==> config.mk <==
export PLATFORM = sky130hd
export DESIGN_NAME = supply_monitor_control
export DESIGN_NICKNAME = d
export VERILOG_FILES = /design/src/verilog/supply_monitor_pkg.sv /design/src/verilog/tick_divider.sv /design/src/verilog/low_run_counter.sv /design/src/verilog/supply_monitor_control.sv
export VERILOG_INCLUDE_DIRS = /design/src /design/src/verilog
export SDC_FILE = /design/constraint.sdc
export NUM_CORES = 1
export LEC_CHECK = 0
export BUFFER_PORTS_ARGS = -buffer_cell sky130_fd_sc_hd__buf_4
export CORE_MARGIN = 2
export CORE_UTILIZATION = 30
export DETAILED_ROUTE_END_ITERATION = 10
export RECOVER_POWER = 50
export SYNTH_ARGS = -nofsm -noshare
export SYNTH_HDL_FRONTEND = slang
export SYNTH_SLANG_ARGS = --single-unit
==> constraint.sdc <==
create_clock -name clk -period 3.9 [get_ports clk]
set_input_delay 1.17 -clock clk [delete_from_list [all_inputs] [get_ports clk]]
set_output_delay 1.17 -clock clk [all_outputs]
set_load 0.01 [all_outputs]
==> src/verilog/supply_monitor_map.svh <==
// Offsets, field positions, reset values and counts of the supply monitor
// Assumes APB byte addressing with one 32-bit word per register
`ifndef SUPPLY_MONITOR_MAP_SVH
`define SUPPLY_MONITOR_MAP_SVH

`define SM_ADDR_CLK      8'h00
`define SM_ADDR_CTL      8'h04
`define SM_ADDR_INTF     8'h08
`define SM_ADDR_INTE     8'h0C
`define SM_ADDR_PROT     8'h10

`define SM_CLK_DBRUN     8
`define SM_CLK_DIV_LSB   4
`define SM_CLK_SRC_LSB   0
`define SM_CTL_SRC       15
`define SM_CTL_CNT_LSB   13
`define SM_CTL_THR_LSB   8
`define SM_CTL_RSEL_LSB  4
`define SM_CTL_MODE_LSB  1
`define SM_CTL_EN        0
`define SM_INTF_RESULT   8
`define SM_INTF_FLAG     0
`define SM_INTE_IE       0

`define SM_CLK_DBRUN_RST 1'b1
`define SM_CLK_DIV_RST   3'h0
`define SM_CLK_SRC_RST   2'h0
`define SM_CTL_SRC_RST   1'b0
`define SM_CTL_CNT_RST   2'h0
`define SM_CTL_THR_RST   5'h1E
`define SM_CTL_RSEL_RST  4'h0
`define SM_CTL_MODE_RST  2'h0
`define SM_PROT_RST      16'h0000

`define SM_PROT_UNLOCK   16'h0096
`define SM_RESET_KEY     4'hA
`define SM_MODE_CONT     2'h0
`define SM_DIV_BASE      8'h04
`define SM_DIV_MAX_CODE  3'h5
`define SM_IVL_BASE      10'h080

`endif

==> src/verilog/supply_monitor_pkg.sv <==
// Types shared by the supply monitor control logic
// Assumes field widths match the constants header
package supply_monitor_pkg;

  typedef struct packed {
    logic       source_sel;
    logic [1:0] count_sel;
    logic [4:0] threshold;
    logic [3:0] reset_sel;
    logic [1:0] mode;
    logic       enable;
  } ctl_t;

  typedef struct packed {
    logic       dbrun;
    logic [2:0] div;
    logic [1:0] src;
  } clk_t;

  typedef enum logic [1:0] {
    ST_OFF,
    ST_CONT,
    ST_SLEEP,
    ST_SENSE
  } mon_state_t;

endpackage : supply_monitor_pkg

==> src/verilog/tick_divider.sv <==
// Divides a stream of enable ticks by limit+1, one registered pulse out
// Assumes limit is stable while counting; clear restarts the count
`timescale 1ns/10ps
`default_nettype none
module tick_divider #(
  parameter int W = 8
) (
  input  wire logic         clk,
  input  wire logic         rstn,
  input  wire logic         ce,
  input  wire logic         clear,
  input  wire logic         tick_in,
  input  wire logic [W-1:0] limit,
  output logic              tick_out
);

  logic [W-1:0] cnt_r;

  if (W < 1 || W > 16) begin : g_bad_width
    $error("tick_divider width out of range");
  end

  always_ff @(posedge clk or negedge rstn) begin
    if (!rstn) begin
      cnt_r    <= '0;
      tick_out <= 1'b0;
    end else if (ce) begin
      tick_out <= 1'b0;
      if (clear) begin
        cnt_r <= '0;
      end else if (tick_in) begin
        if (cnt_r >= limit) begin
          cnt_r    <= '0;
          tick_out <= 1'b1;
        end else begin
          cnt_r <= W'(cnt_r + 1'b1);
        end
      end
    end
  end

endmodule : tick_divider
`default_nettype wire

==> src/verilog/low_run_counter.sv <==
// Counts consecutive low detections, flags the one that reaches need
// Assumes hit and miss never both high; restarts after reaching
`timescale 1ns/10ps
`default_nettype none
module low_run_counter #(
  parameter int W = 4
) (
  input  wire logic         clk,
  input  wire logic         rstn,
  input  wire logic         ce,
  input  wire logic         clear,
  input  wire logic         hit,
  input  wire logic         miss,
  input  wire logic [W-1:0] need,
  output logic              reached
);

  logic [W-1:0] cnt_r;
  logic [W-1:0] cnt_inc;

  if (W < 2 || W > 8) begin : g_bad_width
    $error("low_run_counter width out of range");
  end

  assign cnt_inc = W'(cnt_r + 1'b1);
  assign reached = hit & ~clear & (cnt_inc == need);

  always_ff @(posedge clk or negedge rstn) begin
    if (!rstn) begin
      cnt_r <= '0;
    end else if (ce) begin
      if (clear || miss || reached) begin
        cnt_r <= '0;
      end else if (hit) begin
        cnt_r <= cnt_inc;
      end
    end
  end

endmodule : low_run_counter
`default_nettype wire

==> src/verilog/supply_monitor_control.sv <==
// Supply monitor control: APB registers, comparator sequencing, events
// Assumes src_tick carries one pulse per source clock cycle, synchronous
// to clk, and comp_below is the settled comparator output
//
// Notes on behaviour
// (RQ1) Software unlocks with key 0x0096, clears enable, then relocks.
// (RQ2) Result bit reads 1 when supply is below threshold, else 0.
// (RQ3) Software waits the enable response time before trusting result.
// (RQ4) After a threshold change software waits the response time.
// (RQ5) Mode 0 samples continuously while enabled, updating result.
// (RQ6) Continuous low result issues reset if select is 0xA, else flag.
// (RQ7) Modes 1 to 3 power comparator per interval, sample, power off.
// (RQ8) Intermittent events need the configured consecutive low count.
// (RQ9) Interrupt request only while flag set and enable bit is 1.
// (RQ10) Flag stays set on recovery; cleared only by writing 1.
// (RQ11) Reset asserts exactly when the flag would be set.
// (RQ12) After issuing reset the block runs continuously and monitors.
// (RQ13) External sense routing survives the monitor-issued reset.
// (RQ14) Supply recovery drives result 0 and releases the reset.
// (RQ15) Reset state clears mode, count and irq enable, keeps the rest.
// (RQ16) Reset state returns clock control fields to initial values.
// (RQ17) Clock control: debug-run bit 8, divider 6-4, source 1-0.
// (RQ18) Debug-run 1 keeps monitor clock and operation in debug.
// (RQ19) Debug-run 0 stops monitor clock in debug, state retained.
// (RQ20) Interval is monitor clock over 128, 256 or 512 for modes 1-3.
// (RQ21) Count select 0 to 3 needs 1, 2, 4 or 8 low detections.
// (RQ22) Run count clears on a good sample and on disable.
// (RQ23) Protected fields change only while protection is unlocked.
//
// The APB register port and the placing of the registers were left to the implementer.
`timescale 1ns/10ps
`default_nettype none
`include "supply_monitor_map.svh"
module supply_monitor_control #(
  parameter int SETTLE_TICKS = 2
) (
  input  wire logic        clk,
  input  wire logic        rstn,
  input  wire logic        ce,
  input  wire logic        psel,
  input  wire logic        penable,
  input  wire logic        pwrite,
  input  wire logic [7:0]  paddr,
  input  wire logic [31:0] pwdata,
  output logic      [31:0] prdata,
  output logic             pready,
  output logic             pslverr,
  input  wire logic [3:0]  src_tick,
  input  wire logic        debug_mode,
  input  wire logic        comp_below,
  output logic             comp_power_en,
  output logic             comp_source_sel,
  output logic      [4:0]  comp_threshold,
  output logic             monitor_reset_req,
  output logic             low_voltage_irq
);

  if (SETTLE_TICKS < 1 || SETTLE_TICKS > 15) begin : g_bad_settle
    $error("SETTLE_TICKS must lie in 1..15");
  end

  localparam logic [3:0] SETTLE_LAST = 4'(SETTLE_TICKS - 1);

  supply_monitor_pkg::ctl_t       ctl_r;
  supply_monitor_pkg::clk_t       clk_r;
  supply_monitor_pkg::mon_state_t st_r;
  logic        flag_r;
  logic        irq_en_r;
  logic [15:0] key_r;
  logic        result_r;
  logic        rst_state_r;
  logic [3:0]  settle_r;
  logic        ph_r;
  logic [31:0] prdata_r;
  logic        pslverr_r;

  logic        acc;
  logic        wr;
  logic        unlocked;
  logic        mapped;
  logic [31:0] rd_data;
  logic        wr_ctl;
  logic        flag_clr;
  logic        cfg_change;
  logic        init;
  logic        en;
  logic        cont_mode;
  logic        sel_tick;
  logic        tick_run;
  logic [6:0]  div_lim;
  logic [8:0]  ivl_lim;
  logic        mon_tick;
  logic        ivl_tick;
  logic        sense_done;
  logic        sample;
  logic        cont_event;
  logic        run_reached;
  logic        lv_event;
  logic        issue_rst;
  logic [3:0]  need;

  // APB slave, one access cycle once the read word is captured
  assign acc      = ce & psel & penable & ph_r;
  assign wr       = acc & pwrite & mapped;
  assign pready   = acc;
  assign prdata   = prdata_r;
  assign pslverr  = pslverr_r;
  // (RQ23) key comparison
  assign unlocked = (key_r == `SM_PROT_UNLOCK);

  always_comb begin
    rd_data = 32'h0000_0000;
    mapped  = 1'b1;
    unique case (paddr)
      `SM_ADDR_CLK: begin
        // (RQ17) clock control layout
        rd_data[`SM_CLK_DBRUN]        = clk_r.dbrun;
        rd_data[`SM_CLK_DIV_LSB +: 3] = clk_r.div;
        rd_data[`SM_CLK_SRC_LSB +: 2] = clk_r.src;
      end
      `SM_ADDR_CTL: begin
        rd_data[`SM_CTL_SRC]           = ctl_r.source_sel;
        rd_data[`SM_CTL_CNT_LSB +: 2]  = ctl_r.count_sel;
        rd_data[`SM_CTL_THR_LSB +: 5]  = ctl_r.threshold;
        rd_data[`SM_CTL_RSEL_LSB +: 4] = ctl_r.reset_sel;
        rd_data[`SM_CTL_MODE_LSB +: 2] = ctl_r.mode;
        rd_data[`SM_CTL_EN]            = ctl_r.enable;
      end
      `SM_ADDR_INTF: begin
        // (RQ2) live result bit
        rd_data[`SM_INTF_RESULT] = result_r;
        rd_data[`SM_INTF_FLAG]   = flag_r;
      end
      `SM_ADDR_INTE: begin
        rd_data[`SM_INTE_IE] = irq_en_r;
      end
      `SM_ADDR_PROT: begin
        rd_data[15:0] = key_r;
      end
      default: begin
        mapped = 1'b0;
      end
    endcase
  end

  // Read word captured before pready so prdata comes from a flop
  always_ff @(posedge clk or negedge rstn) begin
    if (!rstn) begin
      ph_r      <= 1'b0;
      prdata_r  <= 32'h0000_0000;
      pslverr_r <= 1'b0;
    end else if (ce) begin
      if (acc) begin
        ph_r <= 1'b0;
      end else if (psel) begin
        ph_r      <= 1'b1;
        prdata_r  <= pwrite ? 32'h0000_0000 : rd_data;
        pslverr_r <= ~mapped;
      end
    end
  end

  assign wr_ctl   = wr & (paddr == `SM_ADDR_CTL) & unlocked & ~rst_state_r;
  assign flag_clr = wr & (paddr == `SM_ADDR_INTF) & pwdata[`SM_INTF_FLAG];
  assign cfg_change = wr_ctl &
    ((pwdata[`SM_CTL_RSEL_LSB +: 4] != ctl_r.reset_sel) ||
     (pwdata[`SM_CTL_MODE_LSB +: 2] != ctl_r.mode) ||
     ((ctl_r.mode != `SM_MODE_CONT) &&
      (pwdata[`SM_CTL_CNT_LSB +: 2] != ctl_r.count_sel)));
  // Restart sequencing on a live mode, count or reset select change, or flag clear
  assign init      = ctl_r.enable & (cfg_change | flag_clr);
  assign en        = ctl_r.enable;
  assign cont_mode = (ctl_r.mode == `SM_MODE_CONT) | rst_state_r;

  // Protection key itself is always writable
  always_ff @(posedge clk or negedge rstn) begin
    if (!rstn) begin
      key_r <= `SM_PROT_RST;
    end else if (ce && wr && paddr == `SM_ADDR_PROT) begin
      key_r <= pwdata[15:0];
    end
  end

  always_ff @(posedge clk or negedge rstn) begin
    if (!rstn) begin
      ctl_r.source_sel <= `SM_CTL_SRC_RST;
      ctl_r.count_sel  <= `SM_CTL_CNT_RST;
      ctl_r.threshold  <= `SM_CTL_THR_RST;
      ctl_r.reset_sel  <= `SM_CTL_RSEL_RST;
      ctl_r.mode       <= `SM_CTL_MODE_RST;
      ctl_r.enable     <= 1'b0;
    end else if (ce) begin
      if (rst_state_r) begin
        // (RQ15) clear mode and count only
        ctl_r.mode      <= `SM_MODE_CONT;
        ctl_r.count_sel <= `SM_CTL_CNT_RST;
      end else if (wr_ctl) begin
        // (RQ23) protected configuration write
        ctl_r.source_sel <= pwdata[`SM_CTL_SRC];
        ctl_r.threshold  <= pwdata[`SM_CTL_THR_LSB +: 5];
        ctl_r.reset_sel  <= pwdata[`SM_CTL_RSEL_LSB +: 4];
        ctl_r.mode       <= pwdata[`SM_CTL_MODE_LSB +: 2];
        ctl_r.enable     <= pwdata[`SM_CTL_EN];
        // Count select ignored while in continuous mode
        if (ctl_r.mode != `SM_MODE_CONT) begin
          ctl_r.count_sel <= pwdata[`SM_CTL_CNT_LSB +: 2];
        end
      end
    end
  end

  always_ff @(posedge clk or negedge rstn) begin
    if (!rstn) begin
      clk_r.dbrun <= `SM_CLK_DBRUN_RST;
      clk_r.div   <= `SM_CLK_DIV_RST;
      clk_r.src   <= `SM_CLK_SRC_RST;
    end else if (ce) begin
      if (rst_state_r) begin
        // (RQ16) clock fields to initial
        clk_r.dbrun <= `SM_CLK_DBRUN_RST;
        clk_r.div   <= `SM_CLK_DIV_RST;
        clk_r.src   <= `SM_CLK_SRC_RST;
      end else if (wr && paddr == `SM_ADDR_CLK && unlocked) begin
        // (RQ23) protected clock write
        clk_r.dbrun <= pwdata[`SM_CLK_DBRUN];
        clk_r.div   <= pwdata[`SM_CLK_DIV_LSB +: 3];
        clk_r.src   <= pwdata[`SM_CLK_SRC_LSB +: 2];
      end
    end
  end

  always_ff @(posedge clk or negedge rstn) begin
    if (!rstn) begin
      irq_en_r <= 1'b0;
    end else if (ce) begin
      if (rst_state_r) begin
        // (RQ15) irq enable cleared
        irq_en_r <= 1'b0;
      end else if (wr && paddr == `SM_ADDR_INTE) begin
        irq_en_r <= pwdata[`SM_INTE_IE];
      end
    end
  end

  // Monitor clock as a tick: source pick, debug gate, divider
  assign sel_tick = src_tick[clk_r.src];
  // (RQ18) (RQ19) debug gating retains all state
  assign tick_run = ~debug_mode | clk_r.dbrun;
  assign div_lim  = (clk_r.div > `SM_DIV_MAX_CODE) ? 7'h00 :
                    7'((`SM_DIV_BASE << clk_r.div) - 8'h01);

  tick_divider #(
    .W (7)
  ) u_mon_div (
    .clk      (clk),
    .rstn     (rstn),
    .ce       (ce),
    .clear    (1'b0),
    .tick_in  (sel_tick & tick_run),
    .limit    (div_lim),
    .tick_out (mon_tick)
  );

  // (RQ20) interval of 128, 256 or 512 monitor ticks
  assign ivl_lim = 9'((`SM_IVL_BASE << (ctl_r.mode - 2'h1)) - 10'h001);

  tick_divider #(
    .W (9)
  ) u_interval (
    .clk      (clk),
    .rstn     (rstn),
    .ce       (ce),
    .clear    (st_r != supply_monitor_pkg::ST_SLEEP || init),
    .tick_in  (mon_tick),
    .limit    (ivl_lim),
    .tick_out (ivl_tick)
  );

  assign sense_done = (st_r == supply_monitor_pkg::ST_SENSE) &&
                      (settle_r == SETTLE_LAST);
  // (RQ5) continuous sampling each monitor tick
  assign sample = en & mon_tick & ~init &
                  ((st_r == supply_monitor_pkg::ST_CONT) | sense_done);

  // (RQ7) power, settle, sample, power off
  always_ff @(posedge clk or negedge rstn) begin
    if (!rstn) begin
      st_r     <= supply_monitor_pkg::ST_OFF;
      settle_r <= 4'h0;
    end else if (ce) begin
      unique case (st_r)
        supply_monitor_pkg::ST_OFF: begin
          if (en) begin
            st_r <= cont_mode ? supply_monitor_pkg::ST_CONT
                              : supply_monitor_pkg::ST_SLEEP;
          end
        end
        supply_monitor_pkg::ST_CONT: begin
          if (!en) begin
            st_r <= supply_monitor_pkg::ST_OFF;
          end else if (!cont_mode) begin
            st_r <= supply_monitor_pkg::ST_SLEEP;
          end
        end
        supply_monitor_pkg::ST_SLEEP: begin
          settle_r <= 4'h0;
          if (!en) begin
            st_r <= supply_monitor_pkg::ST_OFF;
          end else if (cont_mode) begin
            st_r <= supply_monitor_pkg::ST_CONT;
          end else if (ivl_tick && !init) begin
            st_r <= supply_monitor_pkg::ST_SENSE;
          end
        end
        supply_monitor_pkg::ST_SENSE: begin
          if (!en) begin
            st_r <= supply_monitor_pkg::ST_OFF;
          end else if (cont_mode) begin
            st_r <= supply_monitor_pkg::ST_CONT;
          end else if (init || (mon_tick && sense_done)) begin
            st_r <= supply_monitor_pkg::ST_SLEEP;
          end else if (mon_tick) begin
            settle_r <= 4'(settle_r + 4'h1);
          end
        end
      endcase
    end
  end

  // (RQ2) (RQ14) result follows each sample, held when idle
  always_ff @(posedge clk or negedge rstn) begin
    if (!rstn) begin
      result_r <= 1'b0;
    end else if (ce && sample) begin
      result_r <= comp_below;
    end
  end

  // (RQ21) need of 1, 2, 4 or 8
  assign need = 4'(5'h01 << ctl_r.count_sel);

  // (RQ8) (RQ22) consecutive low run
  low_run_counter #(
    .W (4)
  ) u_run (
    .clk     (clk),
    .rstn    (rstn),
    .ce      (ce),
    .clear   (~en | init | cont_mode),
    .hit     (sample & ~cont_mode & comp_below),
    .miss    (sample & ~comp_below),
    .need    (need),
    .reached (run_reached)
  );

  // (RQ6) rising low result in continuous mode
  assign cont_event = sample & cont_mode & comp_below & ~result_r;
  assign lv_event   = cont_event | run_reached;
  // (RQ11) reset shares the flag's moment
  assign issue_rst  = lv_event & (ctl_r.reset_sel == `SM_RESET_KEY);

  // (RQ10) set wins over a write-1 clear
  always_ff @(posedge clk or negedge rstn) begin
    if (!rstn) begin
      flag_r <= 1'b0;
    end else if (ce) begin
      if (lv_event) begin
        flag_r <= 1'b1;
      end else if (flag_clr) begin
        flag_r <= 1'b0;
      end
    end
  end

  // (RQ12) (RQ14) held until a good continuous sample
  always_ff @(posedge clk or negedge rstn) begin
    if (!rstn) begin
      rst_state_r <= 1'b0;
    end else if (ce) begin
      if (issue_rst) begin
        rst_state_r <= 1'b1;
      end else if (rst_state_r && sample && !comp_below) begin
        rst_state_r <= 1'b0;
      end
    end
  end

  assign monitor_reset_req = rst_state_r;
  // (RQ9) flag gated by enable
  assign low_voltage_irq   = flag_r & irq_en_r;
  assign comp_power_en     = (st_r == supply_monitor_pkg::ST_CONT) ||
                             (st_r == supply_monitor_pkg::ST_SENSE);
  // (RQ13) source select kept through reset
  assign comp_source_sel   = ctl_r.source_sel;
  assign comp_threshold    = ctl_r.threshold;

endmodule : supply_monitor_control
`default_nettype wire

==> summary.txt <==
Finish
  • Final std cells w/o fill: 796
  • Fin util: 36.0%
  • Commonest non-fill, non-tap cell in the layout: dfrtp_1
  • Commonest cells after routing, fill and taps aside: dfrtp_1, buf_4, nand2_1
  • Post-route cell area: 0.00599 mm²
  • Fillers: 1672
  • Layout overhead on the synthesized area: 16.9%
  • Layout cell share with drive strength beyond 1: 21.5%
  • Fin nets: 640
  • ANT cells: 0

Power
  • Switching share of power: 27.4%
  • Leak: 2.79 nW
  • Total power: 2.01 mW
  • P per Cell Area: 335 mW/mm²
  • Max VDD drop: 296 µV
  • Cell Int Power: 1.46 mW
  • Flop pwr share: 48.2%
  • Gate power share: 11.2%
  • Sw power: 0.550 mW
  • Clock share of power: 40.7%

Yosys
  • Most used flip-flop cell after synthesis: dfrtp_1
  • Mapped Avg Cell Area: 9.99 µm²
  • Synth warn: 0
  • Leading area contributor after synthesis: dfrtp_1
  • Synthesized instance count: 513
  • Synth cell types: 67
  • Post-synth EDFFs: 0
  • FFs w/ async S/R, synth: 100%
  • Yosys reg bits: 87
  • Sequential fraction of the synthesis area: 42.6%
  • Synth top area share: 40.0%
  • Mapped cell area: 0.00512 mm²
  • Area contributors post-synth: dfrtp_1, mux2_2, ha_1

Timing
  • Worst slew margin: 13.3%
  • RSZ-0062 raised after global routing: no
  • Slew Viols, Final: 0
  • Setup violations, final: 0
  • Min Tclk post-route: 3.23 ns
  • TNS Setup: 0 ns
  • Fmax: 0.309 GHz
  • Final worst slack: 0.668 ns
  • Least-Margin Pin Slew: 1.30 ns
  • Layout Skew: 0.0126 ns
  • Fin. Hold Viols: 0
  • Worst hold slack: 0.477 ns
  • Final Cycle Share: 82.9%

Global routing
  • First-pass GRT wire length: 20900 µm
  • Antenna violations before repair: 0
  • Vias in the first global route: 4083
  • GR Overflow Total: 0
  • Overall global routing resource usage: 14.6%
  • Largest net degree at the start of global routing: 51

Floorplan
  • Row cnt: 47
  • Die ar.: 0.0181 mm²
  • Chip width: 135 µm
  • Core Footprint: 0.0166 mm²
  • Starting density of the core: 30.8%
  • Num ports: 95
  • Chip Height: 135 µm

Worst setup path
  • WP data required: 4.18 ns
  • Worst Path Class, Setup: input port to flop
  • Worst EP arrival: 3.52 ns
  • Worst Setup SP: paddr[4]
  • CP startpoint kind: input port
  • CP Max Fanout: 13
  • RR Startpoint: clk_r[4]
  • Critical path capture point type: flop

Clock network
  • CTS tree: done
  • Worst-path clk slew: 0.07 ns
  • Clock Latency Late Sink: 0.36 ns
  • Post_cts resized: 0
  • Clk root buf: clkbuf_16
  • Num Clock Sinks: 87
  • Hold buffer count at cts: 0
  • Clk buf depth: 2
  • Postcts setup bufs: 0
  • H-tree lvl count: 3
  • TritonCTS Buffers: 9

Detailed routing
  • Post-DRT Antenna Nets: 0
  • DRT Wirelength: 12800 µm
  • Via-to-Cell Ratio: 5.16
  • Detailed Routing Iterations Pass 1: 4
  • Drt wl/cell: 16.1 µm
  • DR DRC count: 0
  • Iter 0 DRT Violations: 255
  • DR vias: 4104

Placed design
  • Dpl ws: 0.312 ns
  • DP HPWL: 9670 µm
  • PortBufs: 62
  • Final GP Congestion: 0.850
  • Post-DP Area: 0.00576 mm²
  • Dpl cells: 780

Hold path
  • Worst hold path class: flop to flop
  • Hold path start: pslverr

Flow run
  • Max-cap violations: 0

Outcome
  • Status: complete, no violations
-- metal layers --
layer / share of wire [%] / vias to the layer above / track usage, %
met3: 6.0 / 6 / 4.13
met2: 47 / 97 / 22.8
met1: 47 / 2014 / 20.1
li1: - / 1987 / -
met4: 0.76 / 0 / 3.27
met5: 0 / - / 0
-- synthesized netlist by cell type (all sizes together), types with 5 or more instances --
cell,count
nor2,17
xor2,8
nand2b,8
a22oi,11
nand4,11
nor4bb,5
buf,26
a22o,7
o21ai,21
o2bb2ai,8
or3,9
ha,17
a21oi,20
dfrtp,82
nor3b,5
mux2,30
o211ai,5
and2,5
and3,9
a21o,11
nor4,13
mux2i,14
nand3,14
nor3,8
clkbuf,16
inv,15
or2,5
nand2,53
dfstp,5
xnor2,5
o22ai,5
-- cell families after synthesis --
kind of cell | Yosys count | synth area share (%)
multiplexers | 46 | 10.3
buffers and inverters | 58 | 6.03
adder cells (fa/ha/maj) | 17 | 4.15
flip-flops | 87 | 42.6
XOR/XNOR | 13 | 2.22
AND/OR/NAND/NOR | 177 | 19.3
AO/OA/AOI/OAI | 114 | 15.3
other | 1 | 0.0732
-- layout make-up --
type                       count  area, µm²  area share [%]
clock buffer                  11        233            3.89
clock inverter                 5       41.3           0.689
inverter                      16       60.1            1.00
multi-input combinational    383       2690            44.9
sequential                    87       2180            36.5
tap                          220        275            4.60
timing repair buffer          74        508            8.48
-- flip-flops by register name, indices dropped and copies added (netlist names), 2 cells and up --
name / flops
clk_r: 6
st_r: 2
ctl_r: 8
settle_r: 4
key_r: 16
comp_threshold: 5
prdata: 16
u_run.cnt_r: 4
u_interval.cnt_r: 9
u_mon_div.cnt_r: 7
-- final timing paths --
check	end	slack [ns]	depth (start not counted)
max	u_interval.cnt_r[8]	0.67	7
min	pslverr	0.48	1
max reg2reg	u_mon_div.cnt_r[2]	0.94	10
min reg2reg	pslverr	0.48	1
max in group asynchronous	ctl_r[1]	1.15	2
min in group asynchronous	prdata[10]	1.10	1
-- power groups by stage --
| stage | sequential, mW | combinational, mW | clock [mW] |
|---|---|---|---|
| after floorplan | 0.972 | 0.153 | 0 |
| final | 0.968 | 0.224 | 0.817 |
| after global routing | 0.973 | 0.259 | 0.884 |
| after global placement | 0.983 | 0.222 | 0 |
| after detailed placement | 0.985 | 0.230 | 0 |
| after CTS | 0.968 | 0.230 | 0.840 |
-- critical path, cell delays in order --
cell and delay (ns):
clkbuf_1 0.36, nor4b_1 0.51, nand4_1 0.19, nor2_1 0.21, a31oi_1 0.32, or4_1 0.59, a21oi_1 0.15
No activity file was read; power rests on OpenSTA's default activity.
